### config.mk
export PLATFORM = sky130hd
export DESIGN_NAME = iccf_call
export DESIGN_NICKNAME = d
export VERILOG_FILES = /design/src/verilog/iccf_pkg.sv /design/src/verilog/iccf_tick.sv /design/src/verilog/iccf_timer.sv /design/src/verilog/iccf_call.sv
export SDC_FILE = /design/constraint.sdc
export NUM_CORES = 1
export LEC_CHECK = 0
export BUFFER_PORTS_ARGS = -buffer_cell sky130_fd_sc_hd__buf_2
export CAP_MARGIN = 5
export CELL_PAD_IN_SITES_DETAIL_PLACEMENT = 2
export CELL_PAD_IN_SITES_GLOBAL_PLACEMENT = 2
export CORE_ASPECT_RATIO = 0.9
export CORE_MARGIN = 8
export CORE_UTILIZATION = 36
export CTS_BUF_LIST = sky130_fd_sc_hd__clkbuf_4 sky130_fd_sc_hd__clkbuf_8
export DETAILED_ROUTE_END_ITERATION = 7
export PLACE_DENSITY_LB_ADDON = 0.1
export SLEW_MARGIN = 5
export SYNTH_ARGS = -nofsm -noshare
export SYNTH_HDL_FRONTEND = slang
export SYNTH_SLANG_ARGS = --single-unit
### constraint.sdc
create_clock -name mclk -period 3.3 [get_ports mclk]
set_clock_uncertainty 0.05 [all_clocks]
set_input_delay 0.66 -clock mclk [delete_from_list [all_inputs] [get_ports mclk]]
set_output_delay 0.66 -clock mclk [all_outputs]
set_load 0.01 [all_outputs]
### src/verilog/iccf_pkg.sv
/*
  Package for the network-side call clearing machine: message codes,
  cause values, state encodings and timer defaults.
  Assumes a single clock domain and a message link that is already
  decoded into one-cycle strobes with a message code.
*/
package iccf_pkg;

  // Message codes on the decoded D-channel strobe interface.
  typedef enum logic [3:0] {
    ICCF_MSG_NONE       = 4'h0,
    ICCF_MSG_SETUP      = 4'h1,
    ICCF_MSG_CALL_PROC  = 4'h2,
    ICCF_MSG_ALERTING   = 4'h3,
    ICCF_MSG_CONNECT    = 4'h4,
    ICCF_MSG_PROGRESS   = 4'h5,
    ICCF_MSG_DISCONNECT = 4'h6,
    ICCF_MSG_RELEASE    = 4'h7,
    ICCF_MSG_REL_COMP   = 4'h8
  } iccf_msg_type;

  // Cause values that this block generates or inspects.
  localparam logic [6:0] ICCF_CAUSE_NONE = 7'h00;
  localparam logic [6:0] ICCF_CAUSE_BUSY = 7'h11;
  localparam logic [6:0] ICCF_CAUSE_NO_CIRCUIT = 7'h22;
  localparam logic [6:0] ICCF_CAUSE_TIMER_RECOVERY = 7'h66;

  // Call states, one-hot.
  typedef enum logic [4:0] {
    ICCF_ST_NULL     = 5'h01,
    ICCF_ST_PROCEED  = 5'h02,
    ICCF_ST_ACTIVE   = 5'h04,
    ICCF_ST_DISC_IND = 5'h08,
    ICCF_ST_REL_REQ  = 5'h10
  } iccf_state_type;

  // In-band treatment selector.
  typedef enum logic [1:0] {
    ICCF_TONE_NONE     = 2'h0,
    ICCF_TONE_ANNOUNCE = 2'h1,
    ICCF_TONE_INTERCEPT = 2'h2
  } iccf_tone_type;

  // Timer defaults in protocol ticks, and the tick divider.
  localparam int ICCF_T305_TICKS = 30;
  localparam int ICCF_T308_TICKS = 4;
  localparam int ICCF_TICK_NS = 1000;
  localparam int ICCF_CLK_NS = 8;
  localparam int ICCF_TICK_CYCLES = ICCF_TICK_NS / ICCF_CLK_NS;
  localparam int ICCF_TMR_W = 16;

endpackage

### src/verilog/iccf_tick.sv
/*
  Protocol tick divider: one-cycle enable every DIV cycles.
  Assumes mclk and a synchronous active-low reset.
*/
`timescale 1ns/1ps
module iccf_tick import iccf_pkg::*; #(
  parameter int DIV = ICCF_TICK_CYCLES
) (
  input wire logic mclk,
  input wire logic rst_n,
  output logic tick
);

  logic [15:0] cnt_ff; // Cycles left until the next tick.
  logic [15:0] nxt_cnt;
  logic tick_ff;
  logic nxt_tick;

  // Count down the divider and flag wrap.
  always_comb begin
    nxt_tick = (cnt_ff == 16'h0000);
    nxt_cnt = nxt_tick ? 16'(DIV - 1) : cnt_ff - 16'h0001;
  end

  // Register the counter.
  always_ff @(posedge mclk) begin
    if (!rst_n) begin
      cnt_ff <= 16'h0000;
      tick_ff <= 1'b0;
    end else begin
      cnt_ff <= nxt_cnt;
      tick_ff <= nxt_tick;
    end
  end

  assign tick = tick_ff;

endmodule // iccf_tick

### src/verilog/iccf_timer.sv
/*
  One supervision timer counting protocol ticks. Start reloads, stop
  halts and keeps the count, expiry is a one-cycle pulse. Assumes tick is a one-cycle enable.
*/
`timescale 1ns/1ps
module iccf_timer import iccf_pkg::*; (
  input wire logic mclk,
  input wire logic rst_n,
  input wire logic tick,
  input wire logic start,
  input wire logic stop,
  input wire logic [ICCF_TMR_W-1:0] len,
  output logic running,
  output logic expired
);

  logic [ICCF_TMR_W-1:0] cnt_ff; // Ticks left.
  logic [ICCF_TMR_W-1:0] nxt_cnt;
  logic run_ff;
  logic nxt_run;
  logic exp_ff;
  logic nxt_exp;

  // Start wins over stop so a restart in the same cycle is not lost.
  always_comb begin
    nxt_cnt = cnt_ff;
    nxt_run = run_ff;
    nxt_exp = 1'b0;
    if (start) begin
      nxt_cnt = len;
      nxt_run = 1'b1;
    end else if (stop) begin
      nxt_run = 1'b0;
    end else if (run_ff && tick) begin
      if (cnt_ff <= 16'h0001) begin
        nxt_run = 1'b0;
        nxt_exp = 1'b1;
      end else begin
        nxt_cnt = cnt_ff - 16'h0001;
      end
    end
  end

  // Register the timer.
  always_ff @(posedge mclk) begin
    if (!rst_n) begin
      cnt_ff <= '0;
      run_ff <= 1'b0;
      exp_ff <= 1'b0;
    end else begin
      cnt_ff <= nxt_cnt;
      run_ff <= nxt_run;
      exp_ff <= nxt_exp;
    end
  end

  assign running = run_ff;
  assign expired = exp_ff;

endmodule // iccf_timer

### src/verilog/iccf_call.sv
/*
  Network-side per-call clearing state machine with in-band treatment
  decisions. Holds the call state, drives outgoing message strobes and
  bearer-channel controls, and runs two supervision timers.
  Assumes decoded incoming messages arrive as one-cycle strobes with a
  code and cause, and that the transmitter accepts one message a cycle.
*/
// Contract
// - Network clear: DISCONNECT, start T305, Disconnect Indication.
// - Plain clearing also disconnects the bearer channel.
// - RELEASE while clearing: stop T305, complete, Null.
// - T305 expiry: RELEASE cause 102, T308, Release Request.
// - DISCONNECT in Disconnect Indication: RELEASE, T308.
// - RELEASE in Release Request: complete, Null.
// - SETUP for busy channel gets RELEASE COMPLETE.
// - Valid SETUP: CALL PROCEEDING, cut through, route.
// - Congestion cause 34: network plays announcement.
// - Other congestion: PROGRESS, play tone.
`timescale 1ns/1ps
module iccf_call import iccf_pkg::*; #(
  parameter int T305_LEN = ICCF_T305_TICKS,
  parameter int T308_LEN = ICCF_T308_TICKS,
  parameter int TICK_DIV = ICCF_TICK_CYCLES
) (
  input wire logic mclk,
  input wire logic rst_n,
  input wire logic rx_valid,
  input wire iccf_msg_type rx_msg,
  input wire logic [6:0] rx_cause,
  input wire logic chan_busy,
  input wire logic setup_ok,
  input wire logic clear_req,
  input wire logic tones_on,
  input wire logic congest,
  input wire logic [6:0] congest_cause,
  output logic tx_valid,
  output iccf_msg_type tx_msg,
  output logic [6:0] tx_cause,
  output logic bearer_conn,
  output logic bearer_free,
  output logic callref_free,
  output logic route_fwd,
  output iccf_tone_type tone,
  output iccf_state_type state
);

  ////////////////////////////////////////////////////////////////////////
  // Tick and timers.

  logic tick; // Protocol tick enable.
  logic t305_start;
  logic t305_stop;
  logic t305_run;
  logic t305_exp;
  logic t308_start;
  logic t308_stop;
  logic t308_run;
  logic t308_exp;

  iccf_tick #(.DIV(TICK_DIV)) u_tick (
    .mclk(mclk),
    .rst_n(rst_n),
    .tick(tick)
  );

  // Both lengths are parameters so a bench can shorten them.
  iccf_timer u_t305 (
    .mclk(mclk),
    .rst_n(rst_n),
    .tick(tick),
    .start(t305_start),
    .stop(t305_stop),
    .len(ICCF_TMR_W'(T305_LEN)),
    .running(t305_run),
    .expired(t305_exp)
  );

  iccf_timer u_t308 (
    .mclk(mclk),
    .rst_n(rst_n),
    .tick(tick),
    .start(t308_start),
    .stop(t308_stop),
    .len(ICCF_TMR_W'(T308_LEN)),
    .running(t308_run),
    .expired(t308_exp)
  );

  ////////////////////////////////////////////////////////////////////////
  // Call state machine.

  iccf_state_type st_ff; // Current call state.
  iccf_state_type nxt_st;
  logic tx_valid_ff; // Outgoing message strobe.
  logic nxt_tx_valid;
  iccf_msg_type tx_msg_ff;
  iccf_msg_type nxt_tx_msg;
  logic [6:0] tx_cause_ff;
  logic [6:0] nxt_tx_cause;
  logic conn_ff; // Bearer channel part of the connection.
  logic nxt_conn;
  logic bfree_ff; // Bearer channel released, one-cycle pulse.
  logic nxt_bfree;
  logic cfree_ff; // Call reference released, one-cycle pulse.
  logic nxt_cfree;
  logic route_ff; // Route the call onward, one-cycle pulse.
  logic nxt_route;
  iccf_tone_type tone_ff;
  iccf_tone_type nxt_tone;

  // A received message is a one-cycle event; it takes priority over a
  // local request and timer expiry so the peer's view is answered first.
  always_comb begin
    nxt_st = st_ff;
    nxt_tx_valid = 1'b0;
    nxt_tx_msg = ICCF_MSG_NONE;
    nxt_tx_cause = ICCF_CAUSE_NONE;
    nxt_conn = conn_ff;
    nxt_bfree = 1'b0;
    nxt_cfree = 1'b0;
    nxt_route = 1'b0;
    nxt_tone = tone_ff;
    t305_start = 1'b0;
    t305_stop = 1'b0;
    t308_start = 1'b0;
    t308_stop = 1'b0;
    unique case (st_ff)
      ICCF_ST_NULL: begin
        if (rx_valid && rx_msg == ICCF_MSG_SETUP) begin
          if (chan_busy || !setup_ok) begin
            // Glare or failed validation: refuse; on glare the originator can pick another channel.
            nxt_tx_valid = 1'b1;
            nxt_tx_msg = ICCF_MSG_REL_COMP;
            nxt_cfree = 1'b1;
          end else begin
            nxt_tx_valid = 1'b1;
            nxt_tx_msg = ICCF_MSG_CALL_PROC;
            nxt_conn = 1'b1;
            nxt_route = 1'b1;
            nxt_st = ICCF_ST_PROCEED;
          end
        end
      end
      ICCF_ST_PROCEED, ICCF_ST_ACTIVE: begin
        if (rx_valid && rx_msg == ICCF_MSG_CONNECT) begin
          nxt_st = ICCF_ST_ACTIVE;
        end else if (congest && st_ff == ICCF_ST_PROCEED &&
                     tone_ff == ICCF_TONE_NONE) begin
          if (congest_cause == ICCF_CAUSE_NO_CIRCUIT) begin
            nxt_tone = ICCF_TONE_ANNOUNCE;
          end else begin
            // PROGRESS forces cut-through along the whole path.
            nxt_tx_valid = 1'b1;
            nxt_tx_msg = ICCF_MSG_PROGRESS;
            nxt_tx_cause = congest_cause;
            nxt_tone = ICCF_TONE_INTERCEPT;
          end
        end else if (clear_req) begin
          nxt_tx_valid = 1'b1;
          nxt_tx_msg = ICCF_MSG_DISCONNECT;
          t305_start = 1'b1;
          // Without tones the channel drops now; with tones it stays
          // connected so the peer still hears them.
          if (!tones_on) begin
            nxt_conn = 1'b0;
          end
          nxt_st = ICCF_ST_DISC_IND;
        end
      end
      ICCF_ST_DISC_IND: begin
        if (rx_valid && rx_msg == ICCF_MSG_RELEASE) begin
          t305_stop = 1'b1;
          nxt_conn = 1'b0;
          nxt_bfree = 1'b1;
          nxt_tx_valid = 1'b1;
          nxt_tx_msg = ICCF_MSG_REL_COMP;
          nxt_cfree = 1'b1;
          nxt_tone = ICCF_TONE_NONE;
          nxt_st = ICCF_ST_NULL;
        end else if (rx_valid && rx_msg == ICCF_MSG_DISCONNECT) begin
          t305_stop = 1'b1;
          nxt_conn = 1'b0;
          nxt_tx_valid = 1'b1;
          nxt_tx_msg = ICCF_MSG_RELEASE;
          t308_start = 1'b1;
          nxt_tone = ICCF_TONE_NONE;
          nxt_st = ICCF_ST_REL_REQ;
        end else if (t305_exp) begin
          nxt_tx_valid = 1'b1;
          nxt_tx_msg = ICCF_MSG_RELEASE;
          nxt_tx_cause = ICCF_CAUSE_TIMER_RECOVERY;
          t308_start = 1'b1;
          nxt_conn = 1'b0;
          nxt_tone = ICCF_TONE_NONE;
          nxt_st = ICCF_ST_REL_REQ;
        end
      end
      ICCF_ST_REL_REQ: begin
        if (rx_valid && (rx_msg == ICCF_MSG_RELEASE ||
                         rx_msg == ICCF_MSG_REL_COMP)) begin
          t308_stop = 1'b1;
          nxt_bfree = 1'b1;
          nxt_cfree = 1'b1;
          // Collision answers RELEASE; a plain completion needs none.
          nxt_tx_valid = (rx_msg == ICCF_MSG_RELEASE);
          nxt_tx_msg = (rx_msg == ICCF_MSG_RELEASE) ?
                       ICCF_MSG_REL_COMP : ICCF_MSG_NONE;
          nxt_st = ICCF_ST_NULL;
        end else if (t308_exp) begin
          // Peer silent: give up locally; restart handles maintenance.
          nxt_bfree = 1'b1;
          nxt_cfree = 1'b1;
          nxt_tx_valid = 1'b1;
          nxt_tx_msg = ICCF_MSG_REL_COMP;
          nxt_st = ICCF_ST_NULL;
        end
      end
      default: begin
        nxt_st = ICCF_ST_NULL;
        nxt_conn = 1'b0;
        nxt_tone = ICCF_TONE_NONE;
      end
    endcase
  end

  // Register the call state and every output.
  always_ff @(posedge mclk) begin
    if (!rst_n) begin
      st_ff <= ICCF_ST_NULL;
      tx_valid_ff <= 1'b0;
      tx_msg_ff <= ICCF_MSG_NONE;
      tx_cause_ff <= ICCF_CAUSE_NONE;
      conn_ff <= 1'b0;
      bfree_ff <= 1'b0;
      cfree_ff <= 1'b0;
      route_ff <= 1'b0;
      tone_ff <= ICCF_TONE_NONE;
    end else begin
      st_ff <= nxt_st;
      tx_valid_ff <= nxt_tx_valid;
      tx_msg_ff <= nxt_tx_msg;
      tx_cause_ff <= nxt_tx_cause;
      conn_ff <= nxt_conn;
      bfree_ff <= nxt_bfree;
      cfree_ff <= nxt_cfree;
      route_ff <= nxt_route;
      tone_ff <= nxt_tone;
    end
  end

  assign tx_valid = tx_valid_ff;
  assign tx_msg = tx_msg_ff;
  assign tx_cause = tx_cause_ff;
  assign bearer_conn = conn_ff;
  assign bearer_free = bfree_ff;
  assign callref_free = cfree_ff;
  assign route_fwd = route_ff;
  assign tone = tone_ff;
  assign state = st_ff;

  ////////////////////////////////////////////////////////////////////////
  // Assertions.

  property p_clear_start;
    @(posedge mclk) disable iff (!rst_n)
    (st_ff == ICCF_ST_ACTIVE && clear_req && !rx_valid)
      |=> (tx_msg_ff == ICCF_MSG_DISCONNECT && st_ff == ICCF_ST_DISC_IND
           && t305_run);
  endproperty
  a_clear_start: assert property (p_clear_start)
    else $error("Clear did not send disconnect and run T305.");

  property p_plain_drop;
    @(posedge mclk) disable iff (!rst_n)
    (st_ff == ICCF_ST_ACTIVE && clear_req && !rx_valid && !tones_on)
      |=> !conn_ff;
  endproperty
  a_plain_drop: assert property (p_plain_drop)
    else $error("Bearer kept on plain clearing.");

  property p_rel_in_disc;
    @(posedge mclk) disable iff (!rst_n)
    (st_ff == ICCF_ST_DISC_IND && rx_valid && rx_msg == ICCF_MSG_RELEASE)
      |=> (tx_msg_ff == ICCF_MSG_REL_COMP && cfree_ff &&
           st_ff == ICCF_ST_NULL ##1 !t305_run);
  endproperty
  a_rel_in_disc: assert property (p_rel_in_disc)
    else $error("Release in disconnect indication mishandled.");

  property p_t305_exp;
    @(posedge mclk) disable iff (!rst_n)
    (st_ff == ICCF_ST_DISC_IND && t305_exp && !rx_valid)
      |=> (tx_msg_ff == ICCF_MSG_RELEASE &&
           tx_cause_ff == ICCF_CAUSE_TIMER_RECOVERY && t308_run);
  endproperty
  a_t305_exp: assert property (p_t305_exp)
    else $error("T305 expiry did not send release with cause.");

  property p_collide;
    @(posedge mclk) disable iff (!rst_n)
    (st_ff == ICCF_ST_DISC_IND && rx_valid &&
     rx_msg == ICCF_MSG_DISCONNECT)
      |=> (tx_msg_ff == ICCF_MSG_RELEASE && !conn_ff &&
           st_ff == ICCF_ST_REL_REQ);
  endproperty
  a_collide: assert property (p_collide)
    else $error("Disconnect collision mishandled.");

  property p_rel_coll;
    @(posedge mclk) disable iff (!rst_n)
    (st_ff == ICCF_ST_REL_REQ && rx_valid && rx_msg == ICCF_MSG_RELEASE)
      |=> (tx_msg_ff == ICCF_MSG_REL_COMP && st_ff == ICCF_ST_NULL);
  endproperty
  a_rel_coll: assert property (p_rel_coll)
    else $error("Release collision not completed.");

  property p_busy;
    @(posedge mclk) disable iff (!rst_n)
    (st_ff == ICCF_ST_NULL && rx_valid && rx_msg == ICCF_MSG_SETUP &&
     chan_busy) |=> (tx_msg_ff == ICCF_MSG_REL_COMP &&
                     st_ff == ICCF_ST_NULL);
  endproperty
  a_busy: assert property (p_busy)
    else $error("Busy channel setup not refused.");

  property p_setup;
    @(posedge mclk) disable iff (!rst_n)
    (st_ff == ICCF_ST_NULL && rx_valid && rx_msg == ICCF_MSG_SETUP &&
     !chan_busy && setup_ok)
      |=> (tx_msg_ff == ICCF_MSG_CALL_PROC && conn_ff && route_ff);
  endproperty
  a_setup: assert property (p_setup)
    else $error("Valid setup not proceeded.");

  property p_announce;
    @(posedge mclk) disable iff (!rst_n)
    (st_ff == ICCF_ST_PROCEED && !rx_valid && congest &&
     congest_cause == ICCF_CAUSE_NO_CIRCUIT && tone_ff == ICCF_TONE_NONE)
      |=> (tone_ff == ICCF_TONE_ANNOUNCE && !tx_valid_ff);
  endproperty
  a_announce: assert property (p_announce)
    else $error("No-circuit congestion gave no announcement.");

  property p_intercept;
    @(posedge mclk) disable iff (!rst_n)
    (st_ff == ICCF_ST_PROCEED && !rx_valid && congest &&
     congest_cause != ICCF_CAUSE_NO_CIRCUIT && tone_ff == ICCF_TONE_NONE)
      |=> (tx_msg_ff == ICCF_MSG_PROGRESS && tone_ff == ICCF_TONE_INTERCEPT);
  endproperty
  a_intercept: assert property (p_intercept)
    else $error("Congestion gave no progress and tone.");

  c_norm: cover property (@(posedge mclk) disable iff (!rst_n)
    st_ff == ICCF_ST_DISC_IND ##[1:200] st_ff == ICCF_ST_NULL);
  c_t305: cover property (@(posedge mclk) disable iff (!rst_n)
    t305_exp && st_ff == ICCF_ST_DISC_IND);
  c_coll: cover property (@(posedge mclk) disable iff (!rst_n)
    st_ff == ICCF_ST_REL_REQ && rx_valid && rx_msg == ICCF_MSG_RELEASE);

endmodule // iccf_call

==> results of run 1 <==
per-layer routing:
metal  track usage  wire length, um
met1         0.201             5000
met2         0.280             5370
met3        0.0397              396
met4        0.0419              117
met5             0                0
cell usage after synthesis, drive strengths merged (3+ instances only):
| master | count |
|---|---|
| inv | 14 |
| buf | 5 |
| xnor2 | 10 |
| and3 | 7 |
| a21o | 5 |
| clkbuf | 7 |
| o21ai | 18 |
| a211oi | 3 |
| and2 | 4 |
| ha | 5 |
| or2 | 5 |
| nand2 | 32 |
| a31oi | 5 |
| nand3 | 11 |
| dfxtp | 76 |
| nor4b | 4 |
| nor2 | 36 |
| mux2i | 5 |
| nand4 | 5 |
| nand4b | 3 |
| or3 | 19 |
| or4 | 17 |
| nor4 | 10 |
| xor2 | 6 |
| a311oi | 3 |
| o31ai | 13 |
| nor3 | 16 |
| nand2b | 6 |
| nand3b | 5 |
| a21oi | 36 |
cell families (layout without fill, tap and decap cells):
kind of cell / Yosys count / after routing / synth area share
XOR/XNOR: 16 / 16 / 0.0388
adder cells (fa/ha/maj): 5 / 5 / 0.0173
AND/OR/NAND/NOR: 190 / 190 / 0.296
multiplexers: 7 / 7 / 0.0201
AO/OA/AOI/OAI: 101 / 101 / 0.177
flip-flops: 76 / 76 / 0.422
buffers and inverters: 26 / 80 / 0.0284
metrics by stage:
stage / cells / worst slack [ns] / area [sq um] / hold WS, ns
after floorplan: 421 / 0.860 / 3610 / 0.387
after global placement: 586 / 0.673 / 4000 / 0.397
after detailed placement: 586 / 0.606 / 4000 / 0.412
after CTS: 601 / 0.686 / 4160 / 0.430
after global routing: 601 / 0.478 / 4160 / 0.442
final: 601 / 0.660 / 4160 / 0.421
critical path, stage by stage, from the launching register on:
cell	delay, ns
dfxtp_1	0.36
or4_1	0.68
or2_2	0.40
o21ai_0	0.72
or4_2	0.25
a21oi_1	0.06
layout make-up:
type | instances | area, sq um
fillers | 1109 | 5540
clock inverters | 3 | 15.0
flip-flops and latches | 76 | 1520
well taps | 126 | 158
repair buffers | 51 | 280
clock buffers | 12 | 146
inverters | 14 | 52.6
multi-input cells | 319 | 1980
final timing paths:
kind	from	to	slack [ns]	depth (start not counted)
setup reg to reg	u_t308.cnt_ff[3]$_SDFFE_PP0P_	u_t308.cnt_ff[6]$_SDFFE_PP0P_	0.66	5
hold reg to reg	bearer_conn$_SDFFE_PN0P_	bearer_conn$_SDFFE_PN0P_	0.42	2
hold / removal	bearer_conn$_SDFFE_PN0P_	bearer_conn$_SDFFE_PN0P_	0.42	2
setup / recovery	u_t308.cnt_ff[3]$_SDFFE_PP0P_	u_t308.cnt_ff[6]$_SDFFE_PP0P_	0.66	5
where the power goes:
part           total [mW]  switching (mW)  internal, mW
combinational       0.759           0.425         0.334
sequential           1.15           0.116          1.03
clock               0.628           0.337         0.291
total                2.53           0.879          1.65
registers in the layout, indices dropped and copies added, names as in the netlist, 2 cells and up:
register / flops
u_t305.cnt_ff: 16
u_t308.cnt_ff: 16
u_tick.cnt_ff: 16
tx_cause: 7
state: 5
tx_msg: 4
tone: 2
==> flow_metrics.env, run 1 <==
export IMPL_syn_inst=421
export IMPL_cts_resized=0
export IMPL_timing_final_crit_share=0.800
export IMPL_fin_setup_tns_ns=0
export IMPL_final_common_cell="dfxtp_1"
export IMPL_io_buffers=41
export IMPL_grt_pass1_wl_um=18200
export IMPL_cts_root_buf="clkbuf_8"
export IMPL_synth_seq_cells=76
export IMPL_wl_um=10900
export IMPL_synth_cell_type_count=58
export IMPL_finish_utilization=0.429
export IMPL_synth_top_flop_cell="dfxtp_1"
export IMPL_cp_required_ns=3.47
export IMPL_async_flop_share=0
export IMPL_rows=34
export IMPL_grt_pass1_vias=3636
export IMPL_status="completed"
export IMPL_seq_area_frac_synth=0.422
export IMPL_cellPowerDensity_nw_per_um2=609
export IMPL_layout_common_cells="dfxtp_1, buf_2, nor2_1, a21oi_1, nand2_1"
export IMPL_core_sq_um=9700
export IMPL_antenna_found_initial=0
export IMPL_area_growth_pct=15.2
export IMPL_relSlewSlack=0.409
export IMPL_die_w_um=122
export IMPL_dr_pass1_iters=4
export IMPL_place_gp_congestion=0.838
export IMPL_nets=502
export IMPL_h_tree_depth=3
export IMPL_die_y_um=111
export IMPL_grt_max_degree=29
export IMPL_drc=0
export IMPL_synth_top_cell_by_area="dfxtp_1"
export IMPL_drtIter0Drc=167
export IMPL_cts_num_sinks=76
export IMPL_rsz0062_at_grt="false"
export IMPL_synth_area_leaders="dfxtp_1, a21oi_1, nor2_1"
export IMPL_cts_inserted_buffers=9
export IMPL_ir_worst_vdd_mv=0.476
export IMPL_via_count=3398
export IMPL_power_leakage_nw=1.66
export IMPL_fin_total_pwr_mw=2.53
export IMPL_hold_buffers=0
export IMPL_clockBufferDepth=2
export IMPL_crit_path_end_kind="flop"
export IMPL_place_hpwl_um=8060
export IMPL_start_util=0.372
export IMPL_worst_pin_slew_ns=0.877
export IMPL_fmaxAchievable_ghz=0.379
export IMPL_ys_warn_count=0
export IMPL_synth_edf_count=0
export IMPL_setup_viol=0
export IMPL_post_cts_buffers=0
export IMPL_n_antenna_cell=0
export IMPL_finalHoldViolations=0
export IMPL_worstPathArrival_ns=2.81
export IMPL_drive_above_1_share=0.179
export IMPL_path_clk_slew_ns=0.08
export IMPL_grtUsageTotal=0.165
export IMPL_syn_avg_cell_area_sq_um=8.57
export IMPL_path_class="flop to flop"
export IMPL_overflow=0
export IMPL_hold_class="flop to flop"
export IMPL_cp_max_fo=7
export IMPL_syn_area_sq_um=3610
export IMPL_die_area_sq_um=13500
export IMPL_drv_slew=0
export IMPL_fin_crit_ns=2.64
export IMPL_cp_start_kind="flop"
export IMPL_yosysTopAreaCellShare=0.422
export IMPL_synthesis_nets=452
export IMPL_avgViaCountPerCell=5.65
export IMPL_clock_latency_ns=0.35
export IMPL_cap_violations=0
export IMPL_io_pins=49
export IMPL_tritoncts="done"
export IMPL_drtAntennaViolNets=0
export IMPL_wl_per_cell_um=18.1
Note: power is estimated with default switching activity, not from simulation.
==> run 2: changes to the inputs <==
ABC_AREA = 1   (was not set)
CORE_UTILIZATION = 31   (was 36)
clock period = 2.3 ns   (was 3.3 ns; I/O delays follow)
==> run 2 against run 1 <==
Against the previous run: final cell count up 35%; largest cell class unchanged; design area rose by 13%; area after synthesis grew 14%; utilization is 7.2 points lower; register-to-register slack worse by 0.34 ns.
==> flow_metrics.env, run 2 <==
export IMPL_final_common_cell="nand2_1"
export IMPL_grt_pass1_vias=4365
export IMPL_synth_cell_type_count=38
export IMPL_nets=670
export IMPL_status="completed"
export IMPL_synth_edf_count=0
export IMPL_hold_buffers=0
export IMPL_syn_avg_cell_area_sq_um=6.97
export IMPL_io_pins=49
export IMPL_r2r_start="u_tick.cnt_ff[0]$_SDFF_PP0_"
export IMPL_ir_worst_vdd_mv=0.369
export IMPL_tritoncts="done"
export IMPL_path_clk_slew_ns=0.09
export IMPL_max_stage_delay_ns=0.38
export IMPL_overflow=0
export IMPL_cap_violations=0
export IMPL_multi_input_area_sq_um=2240
export IMPL_met1Wirelength_um=5580
export IMPL_cp_required_ns=2.50
export IMPL_drv_slew=0
export IMPL_h_tree_depth=3
export IMPL_wl_um=12300
export IMPL_biggestRegsByFlops="u_t305.cnt_ff: 16 flops, u_t308.cnt_ff: 16 flops, u_tick.cnt_ff: 16 flops"
export IMPL_post_synth_top_count_cell="nand2_1"
export IMPL_synthTopCellsByCount="nand2_1, nor2_1, dfxtp_1, inv_1, a21oi_1"
export IMPL_grt_pass1_wl_um=21300
export IMPL_start_util=0.313
export IMPL_min_delay_start="congest_cause[3]"
export IMPL_seq_area_frac_synth=0.369
export IMPL_synth_area_leaders="dfxtp_1, nand2_1, nor2_1"
export IMPL_yosysTopAreaCellShare=0.369
export IMPL_dp_cells=796
export IMPL_drtIter0Drc=103
export IMPL_worst_pin_slew_ns=0.455
export IMPL_wl_met2_um=6170
export IMPL_cp_max_fo=11
export IMPL_syn_area_sq_um=4130
export IMPL_syn_inst=592
export IMPL_cellPowerDensity_nw_per_um2=911
export IMPL_cp_slowest_cell="nand2_1"
export IMPL_dr_pass1_iters=4
export IMPL_hold_class="primary input to flop"
export IMPL_drtAntennaViolNets=0
export IMPL_rsz0062_at_grt="false"
export IMPL_worstPathArrival_ns=2.18
export IMPL_cp_start_kind="flop"
export IMPL_fmaxAchievable_ghz=0.504
export IMPL_avgViaCountPerCell=4.84
export IMPL_route_met3_wl_um=410
export IMPL_die_y_um=125
export IMPL_place_gp_congestion=0.805
export IMPL_grt_max_degree=23
export IMPL_post_cts_buffers=0
export IMPL_io_buffers=41
export IMPL_clock_latency_ns=0.38
export IMPL_finish_utilization=0.357
export IMPL_die_w_um=138
export IMPL_n_antenna_cell=0
export IMPL_critPathMostFrequentCell="nand3_1"
export IMPL_cts_root_buf="clkbuf_8"
export IMPL_area_growth_pct=13.9
export IMPL_via_count=3933
export IMPL_async_flop_share=0
export IMPL_cts_inserted_buffers=9
export IMPL_antenna_found_initial=0
export IMPL_rows=40
export IMPL_holdWs_ns=0.286
export IMPL_drc=0
export IMPL_path_class="flop to flop"
export IMPL_synth_top_cell_by_area="dfxtp_1"
export IMPL_ys_warn_count=0
export IMPL_synth_top_flop_cell="dfxtp_1"
export IMPL_cts_num_sinks=76
export IMPL_place_hpwl_um=9650
export IMPL_layout_common_cells="nand2_1, nor2_1, dfxtp_1"
export IMPL_area_sequential_sq_um=1520
export IMPL_cts_resized=0
export IMPL_fin_setup_tns_ns=0
export IMPL_setup_worst_path_start="u_tick.cnt_ff[0]$_SDFF_PP0_"
export IMPL_timing_final_crit_share=0.863
export IMPL_fillCellCount=1648
export IMPL_power_leakage_nw=2.19
export IMPL_topRoutingLayerUsed="met4"
export IMPL_grtUsageTotal=0.154
export IMPL_setup_viol=0
export IMPL_relSlewSlack=0.696
export IMPL_fin_crit_ns=1.98
export IMPL_stdcell_count=812
export IMPL_crit_path_end_kind="flop"
export IMPL_wl_per_cell_um=15.1
export IMPL_drive_above_1_share=0.163
export IMPL_crit_chain="inv_2 -> ha_1 -> nand3_1 -> nor2_1 -> nand3b_1 -> nor3_2 -> nand3_1 -> nand2_1 -> a21oi_1"
export IMPL_core_sq_um=13200
export IMPL_finalHoldViolations=0
export IMPL_clockBufferDepth=2
export IMPL_synth_seq_cells=76
export IMPL_synthesis_nets=623
export IMPL_die_area_sq_um=17300
## run 2: layout make-up
type,count,share of cell area
multi-input combinational,431,0.476
sequential,76,0.324
inverter,75,0.0599
timing repair buffer,46,0.0517
tap,168,0.0447
clock buffer,11,0.0309
clock inverter,5,0.0128
## run 2: cell families after synthesis
group / Yosys count / synth area share
DFF: 76 / 0.369
adders and majority gates: 5 / 0.0152
buffers and inverters: 85 / 0.0891
AOI/OAI and AO/OA: 75 / 0.0934
xor gates and xnor gates: 24 / 0.0509
and+or+nand+nor: 327 / 0.383
## run 2: worst max-delay path, delay by kind of cell, from the launching register on
family                     cells  cell delay, ns
AOI/OAI and AO/OA              1            0.09
buffers and inverters          1            0.05
adders and majority gates      1            0.18
and+or+nand+nor                6            1.14
DFF                            1            0.33
## run 2: final timing paths
check	to	slack [ns]	cells after the start
hold reg to reg	u_tick.cnt_ff[0]$_SDFF_PP0_	0.39	1
setup reg to reg	u_tick.cnt_ff[12]$_SDFF_PP0_	0.32	9
hold / removal	tx_cause[3]$_SDFF_PN0_	0.29	3
setup / recovery	u_tick.cnt_ff[12]$_SDFF_PP0_	0.32	9
## run 2: where the power goes
| group | leakage [nW] | switching (mW) | internal, mW |
|---|---|---|---|
| registers | 0.616 | 0.139 | 1.50 |
| clock network | 0.103 | 0.571 | 0.548 |
| logic | 1.48 | 1.00 | 0.519 |
| total | 2.19 | 1.71 | 2.57 |
## run 2: metal layers
metal,GRT usage,vias to the layer above
met5,0,-
met3,0.0440,8
met1,0.184,1913
met4,0.0402,0
li1,-,1976
met2,0.260,36
## run 2: metrics by stage
| step | power, mW | cell area [sq um] | setup WS, ns |
|---|---|---|---|
| after floorplan | 2.79 | 4130 | 0.726 |
| after global placement | 3.14 | 4490 | 0.374 |
| after detailed placement | 3.23 | 4490 | 0.262 |
| after CTS | 4.38 | 4700 | 0.239 |
| after global routing | 4.64 | 4700 | 0.0533 |
| final | 4.28 | 4700 | 0.316 |
==> run 3: changes to the inputs <==
HOLD_SLACK_MARGIN = 0.03   (was not set)
MAX_ROUTING_LAYER = met4   (was not set)
==> run 3 against run 2 <==
Against the previous run: total power barely moved; utilization is the same; critical path depth unchanged; clock power about the same; design area unchanged; sequential share of layout area unchanged; critical endpoint unchanged.
==> flow_metrics.env, run 3 (synthesized netlist as in run 2, its figures left out) <==
export IMPL_holdWs_ns=0.287
export IMPL_setup_viol=0
export IMPL_finalHoldViolations=0
export IMPL_fmaxAchievable_ghz=0.504
export IMPL_path_class="flop to flop"
export IMPL_cts_root_buf="clkbuf_8"
export IMPL_r2r_start="u_tick.cnt_ff[0]$_SDFF_PP0_"
export IMPL_worstPathArrival_ns=2.18
export IMPL_fillCellCount=1648
export IMPL_hold_class="primary input to flop"
export IMPL_status="completed"
export IMPL_fin_setup_tns_ns=0
export IMPL_final_common_cell="nand2_1"
export IMPL_p_seq_frac=0.383
export IMPL_relSlewSlack=0.696
export IMPL_fin_crit_ns=1.98
export IMPL_drive_above_1_share=0.163
export IMPL_cp_slowest_cell="nand2_1"
export IMPL_rows=40
export IMPL_p_sw_frac=0.400
export IMPL_start_util=0.313
export IMPL_hold_buffers=0
export IMPL_worst_path_buf_inv=1
export IMPL_max_stage_delay_ns=0.38
export IMPL_crit_chain="inv_2 -> ha_1 -> nand3_1 -> nor2_1 -> nand3b_1 -> nor3_2 -> nand3_1 -> nand2_1 -> a21oi_1"
export IMPL_grt_max_degree=23
export IMPL_clockBufferDepth=2
export IMPL_crit_family="simple AND/OR/NAND/NOR gates"
export IMPL_area_sequential_sq_um=1520
export IMPL_cap_violations=0
export IMPL_die_y_um=125
export IMPL_multi_input_area_sq_um=2240
export IMPL_p_switching_mw=1.71
export IMPL_timing_final_crit_share=0.863
export IMPL_grtUsageTotal=0.158
export IMPL_p_int_mw=2.57
export IMPL_via_count=3928
export IMPL_cts_inserted_buffers=9
export IMPL_h_tree_depth=3
export IMPL_cp_max_fo=11
export IMPL_setup_worst_path_start="u_tick.cnt_ff[0]$_SDFF_PP0_"
export IMPL_power_leakage_nw=2.19
export IMPL_power_share_clock=0.261
export IMPL_place_hpwl_um=9650
export IMPL_clock_latency_ns=0.38
export IMPL_cellPowerDensity_nw_per_um2=910
export IMPL_post_cts_buffers=0
export IMPL_cp_required_ns=2.50
export IMPL_core_sq_um=13200
export IMPL_worst_pin_slew_ns=0.455
export IMPL_comb_power_share=0.356
export IMPL_cp_start_kind="flop"
export IMPL_die_area_sq_um=17300
export IMPL_place_gp_congestion=0.816
export IMPL_io_buffers=41
export IMPL_avgViaCountPerCell=4.84
export IMPL_grt_pass1_wl_um=21300
export IMPL_critPathMostFrequentCell="nand3_1"
export IMPL_n_antenna_cell=0
export IMPL_ir_worst_vdd_mv=0.369
export IMPL_biggestRegsByFlops="u_t305.cnt_ff: 16 flops, u_t308.cnt_ff: 16 flops, u_tick.cnt_ff: 16 flops"
export IMPL_tritoncts="done"
export IMPL_layout_common_cells="nand2_1, nor2_1, dfxtp_1"
export IMPL_die_w_um=138
export IMPL_stdcell_count=812
export IMPL_finish_utilization=0.357
export IMPL_cts_resized=0
export IMPL_crit_path_end_kind="flop"
export IMPL_area_growth_pct=13.9
export IMPL_drtAntennaViolNets=0
export IMPL_dp_cells=796
export IMPL_drc=0
export IMPL_grt_pass1_vias=4363
export IMPL_path_clk_slew_ns=0.09
export IMPL_antenna_found_initial=0
export IMPL_wl_per_cell_um=15.1
export IMPL_dr_pass1_iters=4
export IMPL_io_pins=49
export IMPL_wl_um=12300
export IMPL_drv_slew=0
export IMPL_cts_num_sinks=76
export IMPL_nets=670
export IMPL_rsz0062_at_grt="false"
export IMPL_drtIter0Drc=87
export IMPL_overflow=0
export IMPL_min_delay_start="congest_cause[3]"
[run 3: worst paths after layout]
path / to / slack [ns] / cells after the start
max reg2reg: u_tick.cnt_ff[12]$_SDFF_PP0_ / 0.32 / 9
max: u_tick.cnt_ff[12]$_SDFF_PP0_ / 0.32 / 9
min reg2reg: u_tick.cnt_ff[0]$_SDFF_PP0_ / 0.39 / 1
min: tx_cause[3]$_SDFF_PN0_ / 0.29 / 3
[run 3: power groups by stage]
stage / clock network [mW] / registers [mW] / logic [mW]
3_3_place_gp: 0 / 1.66 / 1.48
2_1_floorplan: 0 / 1.66 / 1.13
6_report: 1.12 / 1.64 / 1.52
4_1_cts: 1.17 / 1.64 / 1.57
5_1_grt: 1.21 / 1.67 / 1.76
3_5_place_dp: 0 / 1.67 / 1.56
[run 3: metrics by stage]
stage,total power [mW],area (sq um),setup slack (ns)
after CTS,4.38,4700,0.239
after global placement,3.14,4490,0.374
after floorplan,2.79,4130,0.726
after global routing,4.64,4700,0.0533
after detailed placement,3.23,4490,0.262
final,4.28,4700,0.316
[run 3: cell type report]
| class | instances | share of cell area |
|---|---|---|
| multi-input cells | 431 | 0.476 |
| flip-flops and latches | 76 | 0.324 |
| inverters | 75 | 0.0599 |
| repair buffers | 46 | 0.0517 |
| well taps | 168 | 0.0447 |
| clock buffers | 11 | 0.0309 |
| clock inverters | 5 | 0.0128 |
[run 3: worst min-delay path, stage by stage]
cell and delay [ns]:
buf_2 0.10, inv_1 0.07, nor3_1 0.05
[run 3: per-layer routing]
layer,routed length (um),global-route usage,share of wire,up-vias
met5,0,-,0,-
met4,126,0.0479,0.010,0
met3,335,0.0352,0.027,8
met2,6190,0.260,0.50,38
met1,5640,0.186,0.46,1906
li1,-,-,-,1976
